$ cat src/tmc_pkg.sv
// Purpose: Shared constants and types of the timer channel mode control.
// Assumes: 32-bit AXI4-Lite data, 4-bit byte address, one word a register.
// Notes:   All offsets, field positions and reset values live here.

`default_nettype none

package tmc_pkg;

   // -------------------------------------------------------------------
   // Register map
   // -------------------------------------------------------------------
   localparam int          TMC_AW         = 4;
   localparam logic [3:0]  TMC_OFF_UPPER  = 4'h0;
   localparam logic [3:0]  TMC_OFF_LOWER  = 4'h4;
   localparam logic [3:0]  TMC_OFF_CTRL   = 4'h8;
   localparam logic [3:0]  TMC_OFF_STATUS = 4'hC;
   localparam logic [7:0]  TMC_RST_UPPER  = 8'h00;
   localparam logic [7:0]  TMC_RST_LOWER  = 8'h00;
   // Writable bits; reserved bits are stored as zero.
   localparam logic [7:0]  TMC_MASK_UPPER = 8'h9F;
   localparam logic [7:0]  TMC_MASK_LOWER = 8'hCF;

   // -------------------------------------------------------------------
   // Field positions
   // -------------------------------------------------------------------
   localparam int TMC_UP_CKS    = 7;
   localparam int TMC_UP_CCS    = 4;
   localparam int TMC_UP_SPLIT  = 3;
   localparam int TMC_UP_STS    = 0;
   localparam int TMC_LO_CIS    = 6;
   localparam int TMC_LO_MD     = 1;
   localparam int TMC_LO_OPT    = 0;
   localparam int TMC_CT_START  = 0;
   localparam int TMC_CT_STOP   = 1;
   localparam int TMC_ST_RUN    = 0;
   localparam int TMC_ST_UP     = 1;
   localparam int TMC_ST_SPLIT  = 2;
   localparam int TMC_ST_ACT_UP = 8;
   localparam int TMC_ST_ACT_LO = 16;

   // -------------------------------------------------------------------
   // Encodings
   // -------------------------------------------------------------------
   localparam logic [2:0] TMC_TRG_SW      = 3'h0;
   localparam logic [2:0] TMC_TRG_EDGE    = 3'h1;
   localparam logic [2:0] TMC_TRG_BOTH    = 3'h2;
   localparam logic [2:0] TMC_TRG_MST     = 3'h4;
   localparam logic [2:0] TMC_TRG_MST_END = 3'h6;
   localparam logic [2:0] TMC_MD_INTV     = 3'h0;
   localparam logic [2:0] TMC_MD_CAPT     = 3'h2;
   localparam logic [2:0] TMC_MD_EVNT     = 3'h3;
   localparam logic [2:0] TMC_MD_ONE      = 3'h4;
   localparam logic [2:0] TMC_MD_CAPONE   = 3'h6;
   localparam logic [1:0] TMC_EDG_FALL    = 2'h0;
   localparam logic [1:0] TMC_EDG_RISE    = 2'h1;
   localparam logic [1:0] TMC_EDG_LOW_W   = 2'h2;
   localparam logic [1:0] TMC_EDG_HIGH_W  = 2'h3;
   localparam logic [1:0] TMC_RESP_OKAY   = 2'h0;
   localparam logic [1:0] TMC_RESP_SLVERR = 2'h2;

   typedef enum logic {TMC_IDLE, TMC_RUN} tmc_run_type;

endpackage : tmc_pkg

`default_nettype wire

$ cat src/tmc_edge_if.sv
// Purpose: Carries one-cycle pin edge events between the channel modules.
// Assumes: Both ends run on the same clock.
// Notes:   Each signal is high for one clock when its edge was seen.

`timescale 1ns/1ps
`default_nettype none

interface tmc_edge_if;
   logic ti_rise;
   logic ti_fall;
   logic end_rise;
   logic end_fall;
   modport src (output ti_rise, output ti_fall,
                output end_rise, output end_fall);
   modport dst (input ti_rise, input ti_fall,
                input end_rise, input end_fall);
endinterface : tmc_edge_if

`default_nettype wire

$ cat src/tmc_edge.sv
// Purpose: Finds rising and falling edges on the two timer input pins.
// Assumes: Pins are synchronous to aclk.
// Notes:   No edge is reported until one sample has been taken.

`timescale 1ns/1ps
`default_nettype none

module tmc_edge
   import tmc_pkg::*;
(
   // Clock, reset and enable
   input  wire logic   aclk,
   input  wire logic   aresetn,
   input  wire logic   ce,
   // Pins
   input  wire logic   channel_timer_input,
   input  wire logic   end_trigger_input,
   // Edge events
   tmc_edge_if.src     e
);

   typedef struct packed {
      logic seen;
      logic ti;
      logic en;
   } tmc_edge_state_type;

   tmc_edge_state_type r;
   tmc_edge_state_type n;

   // -------------------------------------------------------------------
   // Sampling
   // -------------------------------------------------------------------
   // The seen bit keeps a pin that is high at reset from faking a rise.
   always_comb begin
      n      = r;
      n.seen = 1'b1;
      n.ti   = channel_timer_input;
      n.en   = end_trigger_input;
   end

   always_ff @(posedge aclk) begin
      if (!aresetn) begin
         r <= '0;
      end else if (ce) begin
         r <= n;
      end
   end

   // Edges are combinational from the pin and the last sample.
   assign e.ti_rise  = ce & r.seen & channel_timer_input & ~r.ti;
   assign e.ti_fall  = ce & r.seen & ~channel_timer_input & r.ti;
   assign e.end_rise = ce & r.seen & end_trigger_input & ~r.en;
   assign e.end_fall = ce & r.seen & ~end_trigger_input & r.en;

endmodule : tmc_edge

`default_nettype wire

$ cat src/tmc_channel.sv
// Purpose: Mode control of one timer channel with an AXI4-Lite register
//          slave: clock, width, trigger, edge and counting mode choice.
// Assumes: One clock; pins and prescaler ticks synchronous to aclk.
// Notes:   The counter itself lives outside; it reports count_done.

`timescale 1ns/1ps
`default_nettype none

module tmc_channel
   import tmc_pkg::*;
(
   // Clock, reset and enable
   input  wire logic              aclk,
   input  wire logic              aresetn,
   input  wire logic              ce,
   // AXI4-Lite write address and data
   input  wire logic [TMC_AW-1:0] s_axi_awaddr,
   input  wire logic              s_axi_awvalid,
   output logic                   s_axi_awready,
   input  wire logic [31:0]       s_axi_wdata,
   input  wire logic [3:0]        s_axi_wstrb,
   input  wire logic              s_axi_wvalid,
   output logic                   s_axi_wready,
   // AXI4-Lite write response
   output logic [1:0]             s_axi_bresp,
   output logic                   s_axi_bvalid,
   input  wire logic              s_axi_bready,
   // AXI4-Lite read
   input  wire logic [TMC_AW-1:0] s_axi_araddr,
   input  wire logic              s_axi_arvalid,
   output logic                   s_axi_arready,
   output logic [31:0]            s_axi_rdata,
   output logic [1:0]             s_axi_rresp,
   output logic                   s_axi_rvalid,
   input  wire logic              s_axi_rready,
   // Timer sources
   input  wire logic              prescaled_clock_a,
   input  wire logic              prescaled_clock_b,
   input  wire logic              channel_timer_input,
   input  wire logic              end_trigger_input,
   input  wire logic              master_channel_irq,
   input  wire logic              count_done,
   // Channel controls
   output logic                   channel_op_clock,
   output logic                   channel_count_clock,
   output logic                   count_up,
   output logic                   split_8bit,
   output logic                   running,
   output logic                   start_pulse,
   output logic                   capture_pulse,
   output logic                   end_pulse,
   output logic                   timer_irq,
   output logic                   output_toggle
);

   typedef struct packed {
      logic              aw_held;
      logic [TMC_AW-1:0] aw_addr;
      logic              w_held;
      logic [31:0]       w_data;
      logic [3:0]        w_strb;
      logic              bvalid;
      logic [1:0]        bresp;
      logic              rvalid;
      logic [31:0]       rdata;
      logic [1:0]        rresp;
      logic [7:0]        upper;
      logic [7:0]        lower;
      logic [7:0]        act_up;
      logic [7:0]        act_lo;
      tmc_run_type       run;
      logic              sw_start;
      logic              sw_stop;
      logic              op_tick;
      logic              cnt_tick;
      logic              start_p;
      logic              capt_p;
      logic              end_p;
      logic              irq_p;
      logic              out_tgl;
   } tmc_state_type;

   localparam tmc_state_type TMC_RST = '{
      upper   : TMC_RST_UPPER,
      lower   : TMC_RST_LOWER,
      act_up  : TMC_RST_UPPER,
      act_lo  : TMC_RST_LOWER,
      run     : TMC_IDLE,
      default : '0
   };

   tmc_state_type r;
   tmc_state_type n;
   tmc_edge_if    edg ();

   // -------------------------------------------------------------------
   // Functions
   // -------------------------------------------------------------------
   // Valid pin edge for the start (cap=0) or capture/end (cap=1) role.
   function automatic logic valid_edge(input logic [1:0] cis,
                                       input logic       rise,
                                       input logic       fall,
                                       input logic       cap);
      logic v;
      v = 1'b0;
      case (cis)
         TMC_EDG_FALL:   v = fall;
         TMC_EDG_RISE:   v = rise;
         TMC_EDG_LOW_W:  v = cap ? rise : fall;
         TMC_EDG_HIGH_W: v = cap ? fall : rise;
         default:        v = 1'b0;
      endcase
      return v;
   endfunction : valid_edge

   // Known mode codes; a stray code keeps the channel from starting.
   function automatic logic mode_ok(input logic [2:0] md,
                                    input logic       opt);
      logic v;
      v = 1'b0;
      case (md)
         TMC_MD_INTV:   v = 1'b1;
         TMC_MD_CAPT:   v = 1'b1;
         TMC_MD_EVNT:   v = ~opt;
         TMC_MD_ONE:    v = 1'b1;
         TMC_MD_CAPONE: v = ~opt;
         default:       v = 1'b0;
      endcase
      return v;
   endfunction : mode_ok

   // Capture and capture one-count count up; all others count down.
   function automatic logic mode_up(input logic [2:0] md);
      return (md == TMC_MD_CAPT) || (md == TMC_MD_CAPONE);
   endfunction : mode_up

   // -------------------------------------------------------------------
   // Pin edge detection
   // -------------------------------------------------------------------
   tmc_edge u_edge (
      .aclk                (aclk),
      .aresetn             (aresetn),
      .ce                  (ce),
      .channel_timer_input (channel_timer_input),
      .end_trigger_input   (end_trigger_input),
      .e                   (edg)
   );

   // -------------------------------------------------------------------
   // Decoded active selection
   // -------------------------------------------------------------------
   logic [2:0] md;
   logic       opt;
   logic [2:0] trg;
   logic [1:0] cis;
   logic       edge_st;
   logic       edge_cp;
   logic       hw_start;
   logic       capt_ev;
   logic       end_ev;
   logic       start_irq;

   // Field slices of the selection the channel is running with.
   assign md      = r.act_lo[TMC_LO_MD +: 3];
   assign opt     = r.act_lo[TMC_LO_OPT];
   assign trg     = r.act_up[TMC_UP_STS +: 3];
   assign cis     = r.act_lo[TMC_LO_CIS +: 2];
   assign edge_st = valid_edge(cis, edg.ti_rise, edg.ti_fall, 1'b0);
   assign edge_cp = valid_edge(cis, edg.ti_rise, edg.ti_fall, 1'b1);

   // Start interrupt only in interval or capture mode with the option.
   // Event and capture one-count modes never raise it.
   assign start_irq = opt & ((md == TMC_MD_INTV) ||
                             (md == TMC_MD_CAPT));

   // Trigger source selection.
   always_comb begin
      hw_start = 1'b0;
      capt_ev  = 1'b0;
      end_ev   = 1'b0;
      case (trg)
         TMC_TRG_SW: begin
            hw_start = 1'b0;
         end
         TMC_TRG_EDGE: begin
            hw_start = edge_st;
            capt_ev  = edge_cp;
         end
         TMC_TRG_BOTH: begin
            hw_start = edg.ti_rise | edg.ti_fall;
            capt_ev  = edg.ti_rise | edg.ti_fall;
         end
         TMC_TRG_MST: begin
            hw_start = master_channel_irq;
         end
         TMC_TRG_MST_END: begin
            hw_start = master_channel_irq;
            end_ev   = valid_edge(cis, edg.end_rise,
                                  edg.end_fall, 1'b1);
         end
         default: begin
            hw_start = 1'b0;
         end
      endcase
   end

   // -------------------------------------------------------------------
   // Next state
   // -------------------------------------------------------------------
   always_comb begin
      n          = r;
      n.sw_start = 1'b0;
      n.sw_stop  = 1'b0;
      n.start_p  = 1'b0;
      n.capt_p   = 1'b0;
      n.end_p    = 1'b0;
      n.irq_p    = 1'b0;
      n.out_tgl  = 1'b0;
      n.cnt_tick = 1'b0;

      // Address and data are taken in either order and held.
      if (s_axi_awvalid && s_axi_awready) begin
         n.aw_held = 1'b1;
         n.aw_addr = s_axi_awaddr;
      end
      if (s_axi_wvalid && s_axi_wready) begin
         n.w_held = 1'b1;
         n.w_data = s_axi_wdata;
         n.w_strb = s_axi_wstrb;
      end
      if (s_axi_bvalid && s_axi_bready) begin
         n.bvalid = 1'b0;
      end

      // Both halves held: perform the write and raise the response.
      if (r.aw_held && r.w_held) begin
         n.aw_held = 1'b0;
         n.w_held  = 1'b0;
         n.bvalid  = 1'b1;
         n.bresp   = TMC_RESP_OKAY;
         case (r.aw_addr)
            TMC_OFF_UPPER: begin
               if (r.w_strb[0]) begin
                  n.upper = r.w_data[7:0] & TMC_MASK_UPPER;
               end
            end
            TMC_OFF_LOWER: begin
               if (r.w_strb[0]) begin
                  n.lower = r.w_data[7:0] & TMC_MASK_LOWER;
               end
            end
            TMC_OFF_CTRL: begin
               if (r.w_strb[0]) begin
                  n.sw_start = r.w_data[TMC_CT_START];
                  n.sw_stop  = r.w_data[TMC_CT_STOP];
               end
            end
            TMC_OFF_STATUS: begin
               n.bresp = TMC_RESP_OKAY;    // Read-only; write dropped.
            end
            default: begin
               n.bresp = TMC_RESP_SLVERR;
            end
         endcase
      end

      // Reads answer one cycle after the address is taken.
      if (s_axi_rvalid && s_axi_rready) begin
         n.rvalid = 1'b0;
      end
      if (s_axi_arvalid && s_axi_arready) begin
         n.rvalid = 1'b1;
         n.rresp  = TMC_RESP_OKAY;
         n.rdata  = '0;
         case (s_axi_araddr)
            TMC_OFF_UPPER:  n.rdata[7:0] = r.upper;
            TMC_OFF_LOWER:  n.rdata[7:0] = r.lower;
            TMC_OFF_CTRL:   n.rdata      = '0;
            TMC_OFF_STATUS: begin
               n.rdata[TMC_ST_RUN]        = (r.run == TMC_RUN);
               n.rdata[TMC_ST_UP]         = mode_up(md);
               n.rdata[TMC_ST_SPLIT]      = r.act_up[TMC_UP_SPLIT];
               n.rdata[TMC_ST_ACT_UP +: 8] = r.act_up;
               n.rdata[TMC_ST_ACT_LO +: 8] = r.act_lo;
            end
            default:        n.rresp      = TMC_RESP_SLVERR;
         endcase
      end

      // Operation clock tick picked from the two prescaler outputs.
      n.op_tick = r.act_up[TMC_UP_CKS] ? prescaled_clock_b
                                       : prescaled_clock_a;

      // Channel sequencing.
      case (r.run)
         TMC_IDLE: begin
            // Stopped: the programmed selection is copied in freely.
            n.act_up = r.upper;
            n.act_lo = r.lower;
            if ((r.sw_start || hw_start) && mode_ok(md, opt)) begin
               n.run     = TMC_RUN;
               n.start_p = 1'b1;
               n.irq_p   = start_irq;
               n.out_tgl = start_irq;
            end
         end
         TMC_RUN: begin
            // Count clock: op clock tick or valid timer input edge.
            n.cnt_tick = r.act_up[TMC_UP_CCS] ? edge_st
                                              : r.op_tick;
            if (r.sw_stop) begin
               n.run = TMC_IDLE;
            end else if (end_ev) begin
               n.run   = TMC_IDLE;
               n.end_p = 1'b1;
            end else if (count_done && (md == TMC_MD_ONE ||
                                        md == TMC_MD_CAPONE)) begin
               n.run   = TMC_IDLE;
               n.end_p = 1'b1;
            end else if (capt_ev && md == TMC_MD_CAPONE) begin
               // Width measured: capture and stop in one go.
               n.capt_p = 1'b1;
               n.end_p  = 1'b1;
               n.run    = TMC_IDLE;
            end else begin
               if (capt_ev && md == TMC_MD_CAPT) begin
                  n.capt_p = 1'b1;
               end
               case (md)
                  TMC_MD_ONE: begin
                     // Retrigger only when the option allows it.
                     if ((r.sw_start || hw_start) && opt) begin
                        n.start_p = 1'b1;
                        n.irq_p   = 1'b1;
                     end
                  end
                  TMC_MD_CAPONE: begin
                     n.start_p = 1'b0;
                  end
                  default: begin
                     // Free-running modes restart only by software,
                     // since a pin edge here means capture.
                     if (r.sw_start) begin
                        n.start_p = 1'b1;
                        n.irq_p   = start_irq;
                        n.out_tgl = start_irq;
                     end
                  end
               endcase
            end
         end
         default: begin
            n.run = TMC_IDLE;
         end
      endcase
   end

   // -------------------------------------------------------------------
   // State register
   // -------------------------------------------------------------------
   // A low clock enable freezes everything, bus side included.
   always_ff @(posedge aclk) begin
      if (!aresetn) begin
         r <= TMC_RST;
      end else if (ce) begin
         r <= n;
      end
   end

   // -------------------------------------------------------------------
   // Outputs
   // -------------------------------------------------------------------
   // Readies drop with the clock enable so no beat is lost.
   assign s_axi_awready = ce & ~r.aw_held & ~r.bvalid;
   assign s_axi_wready  = ce & ~r.w_held & ~r.bvalid;
   assign s_axi_arready = ce & ~r.rvalid;
   assign s_axi_bvalid  = r.bvalid;
   assign s_axi_bresp   = r.bresp;
   assign s_axi_rvalid  = r.rvalid;
   assign s_axi_rdata   = r.rdata;
   assign s_axi_rresp   = r.rresp;

   // Channel controls straight from flip-flops, except count_up, which is decoded from the active mode bits.
   assign channel_op_clock    = r.op_tick;
   assign channel_count_clock = r.cnt_tick;
   assign count_up            = mode_up(md);
   assign split_8bit          = r.act_up[TMC_UP_SPLIT];
   assign running             = (r.run == TMC_RUN);
   assign start_pulse         = r.start_p;
   assign capture_pulse       = r.capt_p;
   assign end_pulse           = r.end_p;
   assign timer_irq           = r.irq_p;
   assign output_toggle       = r.out_tgl;

endmodule : tmc_channel

`default_nettype wire

$ cat config.mk
export PLATFORM = sky130hd
export DESIGN_NAME = tmc_channel
export DESIGN_NICKNAME = d
export VERILOG_FILES = /design/src/tmc_pkg.sv /design/src/tmc_edge_if.sv /design/src/tmc_edge.sv /design/src/tmc_channel.sv
export SDC_FILE = /design/constraint.sdc
export NUM_CORES = 1
export LEC_CHECK = 0
export BUFFER_PORTS_ARGS = -buffer_cell sky130_fd_sc_hd__buf_4
export CAP_MARGIN = 40
export CELL_PAD_IN_SITES_DETAIL_PLACEMENT = 0
export CELL_PAD_IN_SITES_GLOBAL_PLACEMENT = 1
export CORE_UTILIZATION = 40
export CTS_CLUSTER_DIAMETER = 50
export DETAILED_ROUTE_END_ITERATION = 10
export GPL_TIMING_DRIVEN = 0
export PLACE_DENSITY_LB_ADDON = 0.25
export RECOVER_POWER = 100
export SYNTH_ARGS = -nofsm -noshare
export SYNTH_HDL_FRONTEND = slang
export SYNTH_SLANG_ARGS = --single-unit
$ cat constraint.sdc
create_clock -name aclk -period 5.7 [get_ports aclk]
set_input_delay 0.285 -clock aclk [delete_from_list [all_inputs] [get_ports aclk]]
set_output_delay 0.285 -clock aclk [all_outputs]
set_load 0.05 [all_outputs]
==> key figures, run 1 <==
Outcome
  • Status: finished, final reports clean

Timing
  • Setup TNS: 0 ns
  • WHS: ~0.19 ns
  • Final WS setup: 3.30 ns
  • Final period utilization: 0.421
  • Slew @ Worst Pin: 1.06 ns
  • Max Fclk: roughly 0.42 GHz
  • Max Transition Viols Final: 0
  • Max-slew headroom: 0.286
  • Hold Vio Cnt, Final: 0
  • Clock Skews: around 0.0063 ns
  • Min Tclk post-route: 2.40 ns
  • Unrepaired setup endpoints after global routing: no
  • Final Setup Violations: 0

Setup path
  • Crit start category: flop
  • Worst EP arrival: around 2.6 ns
  • Kind of critical path: flop to flop
  • Worst path cell trace: inv_1 -> ha_1 -> or3b_1 -> a211oi_1 -> o211ai_2 -> and4_1 -> o31a_1
  • Reg-to-Reg Start: cis[1]
  • Family with the most delay on the worst path: compound AO/OA/AOI/OAI gates
  • WP buf/inv: 1
  • FF-to-FF setup slack: 3.30 ns
  • Crit. End Element: flop
  • Worst path required time: approximately 6 ns
  • CP max stage delay: 0.45 ns
  • Slowest cell on crit path: a211oi_1
  • Cells on worst reg2reg path: 7
  • RR Endpoint: running
  • Beginning of the critical path: cis[1]
  • Crit Path Max Fanout: 4

Final layout
  • N_diodes: 0
  • Finished Layout Cells: 596
  • Util after Layout: 0.500
  • Most common cell after layout, fill and taps aside: dfxtp_1
  • Multi-input combinational cell area: 1640 µm²
  • Area grow syn2layout: 19.6%
  • Fillcell total: 864
  • Final nets: 546
  • Register Area: 1480 µm²
  • Highest-count cells in the layout ignoring fill and taps: dfxtp_1, nand2_1, buf_4
  • Layout cell share with drive strength beyond 1: 0.171

Logic synthesis
  • EDFF count, synth: 0
  • Yosys reg bits: 74
  • Post-synth ARST share: 0
  • Cell count after synthesis: 400
  • Ys flop type: dfxtp_1
  • Yosys warns: 0
  • Synth cell types: 50
  • Synth Cell Area: 3480 µm²
  • Avg Inst Size Synth: 8.71 µm²
  • Post-synthesis sequential area ratio: 0.425

Hold path
  • Min-delay worst type: input port to flop
  • Critical hold path startpoint: s_axi_wdata[7]
  • Worst hold stages: 3
  • Hold Path Sink: r[91]

Routing
  • Drt drc: 0
  • Vias per inst: 4.86
  • Final wirelength: 8110 µm
  • Router iterations before antenna repair: 5
  • ANT nets after route: 0
  • Starting DRT DRC Count: 100
  • Vias: just under 3000
  • WL/cell: 13.6 µm

Global routing
  • First-pass GRT wire length: 13200 µm
  • GRT busiest layer: met2
  • Largest net degree at the start of global routing: 13
  • Vias in the first global route: 2577
  • Initial antenna violation count: 0
  • GRT met3 Usage: 0.0311
  • Gr usage total: 0.193
  • Remaining Overflow, GRT: 0
  • Met2 Resource Use GR: 0.313
  • M1 GR Usage: 0.255

Floorplanning
  • Core Area: 8340 µm²
  • Die area: 9090 µm²
  • Top-Level Pins: 109
  • Initial Util: 0.418
  • Width of the die: roughly 95 µm
  • Rows: 33
  • Die Y: 95.3 µm

CTS
  • Max clock buf depth: 2
  • CTS tree: built
  • Sink Count: 74
  • Clk slew on worst S/H paths: 0.08 ns
  • Worst-Skew Late Latency: ~0.35 ns
  • Postcts setup bufs: 0
  • Root buffer cell: clkbuf_8
  • H-tree depth: 3
  • Num CTS Buffers: 9
  • Hold buffers post-CTS: 0
  • Number of gates resized after CTS: 0

Power and ir drop
  • Leakage: about 0.0016 µW
  • Pwr per Cell Area: 258 nW/µm²
  • Maximum VDD drop: 0.117 mV

Place
  • Final HPWL DP: 6150 µm
  • Port buffer count: 61
  • Placer Congestion: 0.789
  • Total placed cells including tap cells: 580
  • Placement Setup Slack: 3.45 ns

Flow run
  • Max-cap violation count: 0
## state kept, by name, indices dropped and copies added (netlist names), 2 cells and up
signal and count:
u_edge.r 3, r 33, cis 2, md 3, s_axi_rdata 19
## tightest hold or removal path, delay by kind of cell
family,cells,cell delay [ns]
buffers and inverters,1,0.11
AOI/OAI and AO/OA,1,0.06
and+or+nand+nor,1,0.04
## worst max-delay path by stage
stage,cells after the start,slack (ns),endpoint
finish,7,3.30,running
CTS,7,3.44,running
detailed placement,7,3.45,running
global route,7,3.14,running
global placement,7,3.48,running
floorplan,6,3.50,r[119]
## layout make-up
class                   instances  share of cell area
multi-input cells             276               0.393
flip-flops and latches         74               0.356
plain buffers                  57              0.0874
repair buffers                 61              0.0775
clock buffers                  11              0.0363
well taps                     105              0.0315
clock inverters                 5              0.0126
inverters                       7             0.00631
## kinds of logic (layout without fill, tap and decap cells)
family / count (synthesis) / in the layout / share of synthesized area
simple gates: 161 / 161 / 0.232
compound gates: 81 / 81 / 0.173
flops: 74 / 74 / 0.425
buf+inv: 64 / 141 / 0.112
mux: 16 / 16 / 0.0460
fa+ha+maj: 2 / 2 / 0.00718
other cells: 1 / 15 / 0.00108
xor+xnor: 1 / 1 / 0.00251
## metrics by stage
step,instance area (µm²),total power [µW]
floorplan,3540,638
finish,4170,1070
global route,4170,1120
CTS,4330,1090
detailed placement,4130,676
global placement,4130,675
## power breakdown
part | internal, µW | switching [µW]
registers | 526 | 7.27
clock network | 224 | 193
logic | 42.8 | 80.6
## synth_stat cells, types with 2 or more instances
cell type | count | area (µm²)
nor4_1 | 2 | 12.5
inv_1 | 5 | 18.8
a22oi_1 | 17 | 128
or3b_1 | 2 | 17.5
dfxtp_1 | 74 | 1480
a21boi_1 | 31 | 233
clkbuf_1 | 17 | 63.8
ha_1 | 2 | 25.0
a32oi_1 | 2 | 17.5
o21ai_1 | 3 | 15.0
nor2_1 | 19 | 71.3
a21oi_1 | 6 | 30.0
nor3_1 | 3 | 15.0
mux2i_1 | 16 | 160
o21ai_0 | 6 | 30.0
nor2_2 | 2 | 12.5
inv_2 | 2 | 7.51
a221oi_1 | 2 | 17.5
nand3_1 | 15 | 75.1
o211a_1 | 2 | 20.0
buf_4 | 38 | 285
nor2b_1 | 32 | 200
nand2_1 | 66 | 248
nor3b_1 | 3 | 22.5
nand2b_1 | 5 | 31.3
and2_1 | 3 | 18.8
and3_1 | 2 | 12.5
## routing by layer
layer	part of all wire	up-vias
met5	0	-
met1	0.48	1325
met4	0.012	0
met2	0.47	63
met3	0.039	9
li1	-	1498
Power figures use the tool's default switching activity.
==> run 2: changes to the inputs <==
--- a/config.mk
+++ b/config.mk
@@ -5,11 +5,12 @@
 export SDC_FILE = /design/constraint.sdc
 export NUM_CORES = 1
 export LEC_CHECK = 0
+export ABC_AREA = 1
 export BUFFER_PORTS_ARGS = -buffer_cell sky130_fd_sc_hd__buf_4
 export CAP_MARGIN = 40
 export CELL_PAD_IN_SITES_DETAIL_PLACEMENT = 0
 export CELL_PAD_IN_SITES_GLOBAL_PLACEMENT = 1
-export CORE_UTILIZATION = 40
+export CORE_UTILIZATION = 36
 export CTS_CLUSTER_DIAMETER = 50
 export DETAILED_ROUTE_END_ITERATION = 10
 export GPL_TIMING_DRIVEN = 0
==> constraint.sdc (replaced) <==
create_clock -name aclk -period 2.37 [get_ports aclk]
set_input_delay 0.1185 -clock aclk [delete_from_list [all_inputs] [get_ports aclk]]
set_output_delay 0.1185 -clock aclk [all_outputs]
set_load 0.05 [all_outputs]
==> key figures, run 2 <==
Logic synthesis
  • Cell taking the most area after synthesis: dfxtp_1
  • Synth Cell Area: 3480 µm²
  • Yosys reg bits: 74
  • Avg Inst Size Synth: 7.50 µm²
  • Top cells by area in the synthesized netlist: dfxtp_1, buf_4, a21oi_1
  • EDFF count, synth: 0
  • Yosys top cell area share: 0.426
  • Post-synth ARST share: 0
  • Synth cell count leaders: dfxtp_1, nand2_1, inv_1
  • Ys flop type: dfxtp_1
  • Synth cell types: 35
  • Most common cell in the netlist: dfxtp_1
  • Yosys warns: 0
  • Cell count after synthesis: 464
  • Post-synthesis sequential area ratio: 0.426

Setup path
  • Worst path cell trace: inv_1 -> nor2_1 -> clkbuf_1
  • Worst path required time: 2.25 ns
  • Crit start category: flop
  • Crit Path Max Fanout: 4
  • Worst EP arrival: 1.67 ns
  • CP max stage delay: 0.51 ns
  • Crit. End Element: primary output
  • Kind of critical path: flop to primary output
  • FF-to-FF setup slack: 0.61 ns
  • Slowest cell on crit path: clkbuf_1

CTS
  • Num CTS Buffers: 9
  • Worst-Skew Late Latency: 0.35 ns
  • Max clock buf depth: 2
  • Number of gates resized after CTS: 0
  • Postcts setup bufs: 0
  • Clk slew on worst S/H paths: roughly 0.080 ns
  • Hold buffers post-CTS: 0
  • CTS tree: built
  • Root buffer cell: clkbuf_8
  • H-tree depth: 3
  • Sink Count: 74

Timing
  • Final period utilization: 0.753
  • Hold Vio Cnt, Final: 0
  • Slew @ Worst Pin: around 0.64 ns
  • Unrepaired setup endpoints after global routing: no
  • Setup TNS: 0 ns
  • Final Setup Violations: 0
  • Max Fclk: between 0.5 and 0.6 GHz
  • Min Tclk post-route: 1.79 ns
  • Max Transition Viols Final: 0
  • Max-slew headroom: 0.576
  • Clock Skews: 0.00721 ns

Global routing
  • Gr usage total: 0.176
  • Remaining Overflow, GRT: 0
  • Initial antenna violation count: 0
  • Vias in the first global route: 2771
  • Largest net degree at the start of global routing: 14
  • First-pass GRT wire length: roughly 13000 µm

Floorplanning
  • Top-Level Pins: roughly 110
  • Die Y: roughly 100 µm
  • Rows: 35
  • Core Area: just over 9000 µm²
  • Width of the die: 100 µm
  • Initial Util: 0.375
  • Die area: 10100 µm²

Routing
  • ANT nets after route: 0
  • Router iterations before antenna repair: 4
  • Starting DRT DRC Count: 200
  • Final wirelength: 8440 µm
  • Vias per inst: 4.54
  • WL/cell: approximately 12 µm
  • Drt drc: 0
  • Vias: 3126

Final layout
  • N_diodes: 0
  • Largest Register: r
  • Layout cell share with drive strength beyond 1: 0.161
  • Fillcell total: 1035
  • Design Area, Final: 4140 µm²
  • Highest-count cells in the layout ignoring fill and taps: nand2_1, dfxtp_1, buf_4
  • Register Area: between 1000 and 1500 µm²
  • Area grow syn2layout: 19.1%
  • Final nets: between 600 and 700
  • Multi-input combinational cell area: 1380 µm²
  • Flip-flop count of the largest register after layout: 33

Power and ir drop
  • Leakage: 0.00182 µW
  • Pwr per Cell Area: about 660 nW/µm²
  • Maximum VDD drop: ~0.27 mV

Outcome
  • Status: finished, final reports clean

Hold path
  • Min-delay worst type: input port to flop

Place
  • Port buffer count: 65
  • Placer Congestion: 0.792
  • Final HPWL DP: 6500 µm
  • Cell area after placement: between 4000 and 5000 µm²

Flow run
  • Max-cap violation count: 0
[run 2: cell types whose count changed after synthesis, sizes merged, moves of 5 or more]
cell    delta
o21ai     +33
nor2b     -32
nand3     +16
nand2     +10
a21oi     +49
mux2i     -16
a22oi     -16
inv       +53
nor2      +21
clkbuf     -6
a21boi    -31
nand2b     -5
[run 2: kinds of logic after synthesis]
| logic type | count (synthesis) | share of synthesized area |
|---|---|---|
| simple gates | 157 | 0.206 |
| compound gates | 115 | 0.188 |
| buf+inv | 115 | 0.172 |
| flops | 74 | 0.426 |
| fa+ha+maj | 2 | 0.00719 |
| other cells | 1 | 0.00108 |
[run 2: per-layer routing]
layer  track usage  routed length [µm]  vias to the layer above  part of all wire
met5             0                   0                        -                 0
met4        0.0803                 161                        0             0.019
met3        0.0299                 370                       12             0.044
met2         0.277                3850                       73              0.46
met1         0.236                4060                     1400              0.48
li1              -                   -                     1641                 -
[run 2: metrics by stage]
| step | utilization | total power, µW | hold WS (ns) | worst slack [ns] | std cells |
|---|---|---|---|---|---|
| 2_1_floorplan | - | 1660 | 0.281 | 0.457 | 478 |
| 3_3_place_gp | 0.450 | 1780 | 0.373 | 0.692 | 672 |
| 3_5_place_dp | 0.450 | 1780 | 0.378 | 0.687 | 672 |
| 4_1_cts | 0.472 | 2790 | 0.00309 | 0.665 | 688 |
| 5_1_grt | 0.446 | 2850 | 0.0327 | 0.397 | 688 |
| 6_report | 0.446 | 2720 | 0.0168 | 0.585 | 688 |
[run 2: area by class of cell]
class / count / share of cell area
plain buffers: 54 / 0.0818
clock buffers: 10 / 0.0332
well taps: 129 / 0.0390
flip-flops and latches: 74 / 0.358
repair buffers: 65 / 0.0843
inverters: 61 / 0.0556
clock inverters: 6 / 0.0157
multi-input cells: 289 / 0.333
[run 2: path summary, 6_finish.rpt]
check	from	endpoint	depth (start not counted)
hold reg to reg	r[90]	r[90]	2
hold / removal	s_axi_awaddr[1]	r[118]	3
setup / recovery	md[1]	count_up	3
setup reg to reg	cis[1]	running	12
[run 2: report_power, final]
part           internal (µW)  leakage (µW)  switching (µW)
Combinational            116       0.00111             276
Sequential              1290      0.000603            39.5
Clock                    517      0.000103             481
[run 2: critical path, delay by kind of cell, from the launching register on]
family / cells / cell delay (ns)
buf+inv: 2 / 0.62
flops: 1 / 0.41
simple gates: 1 / 0.29
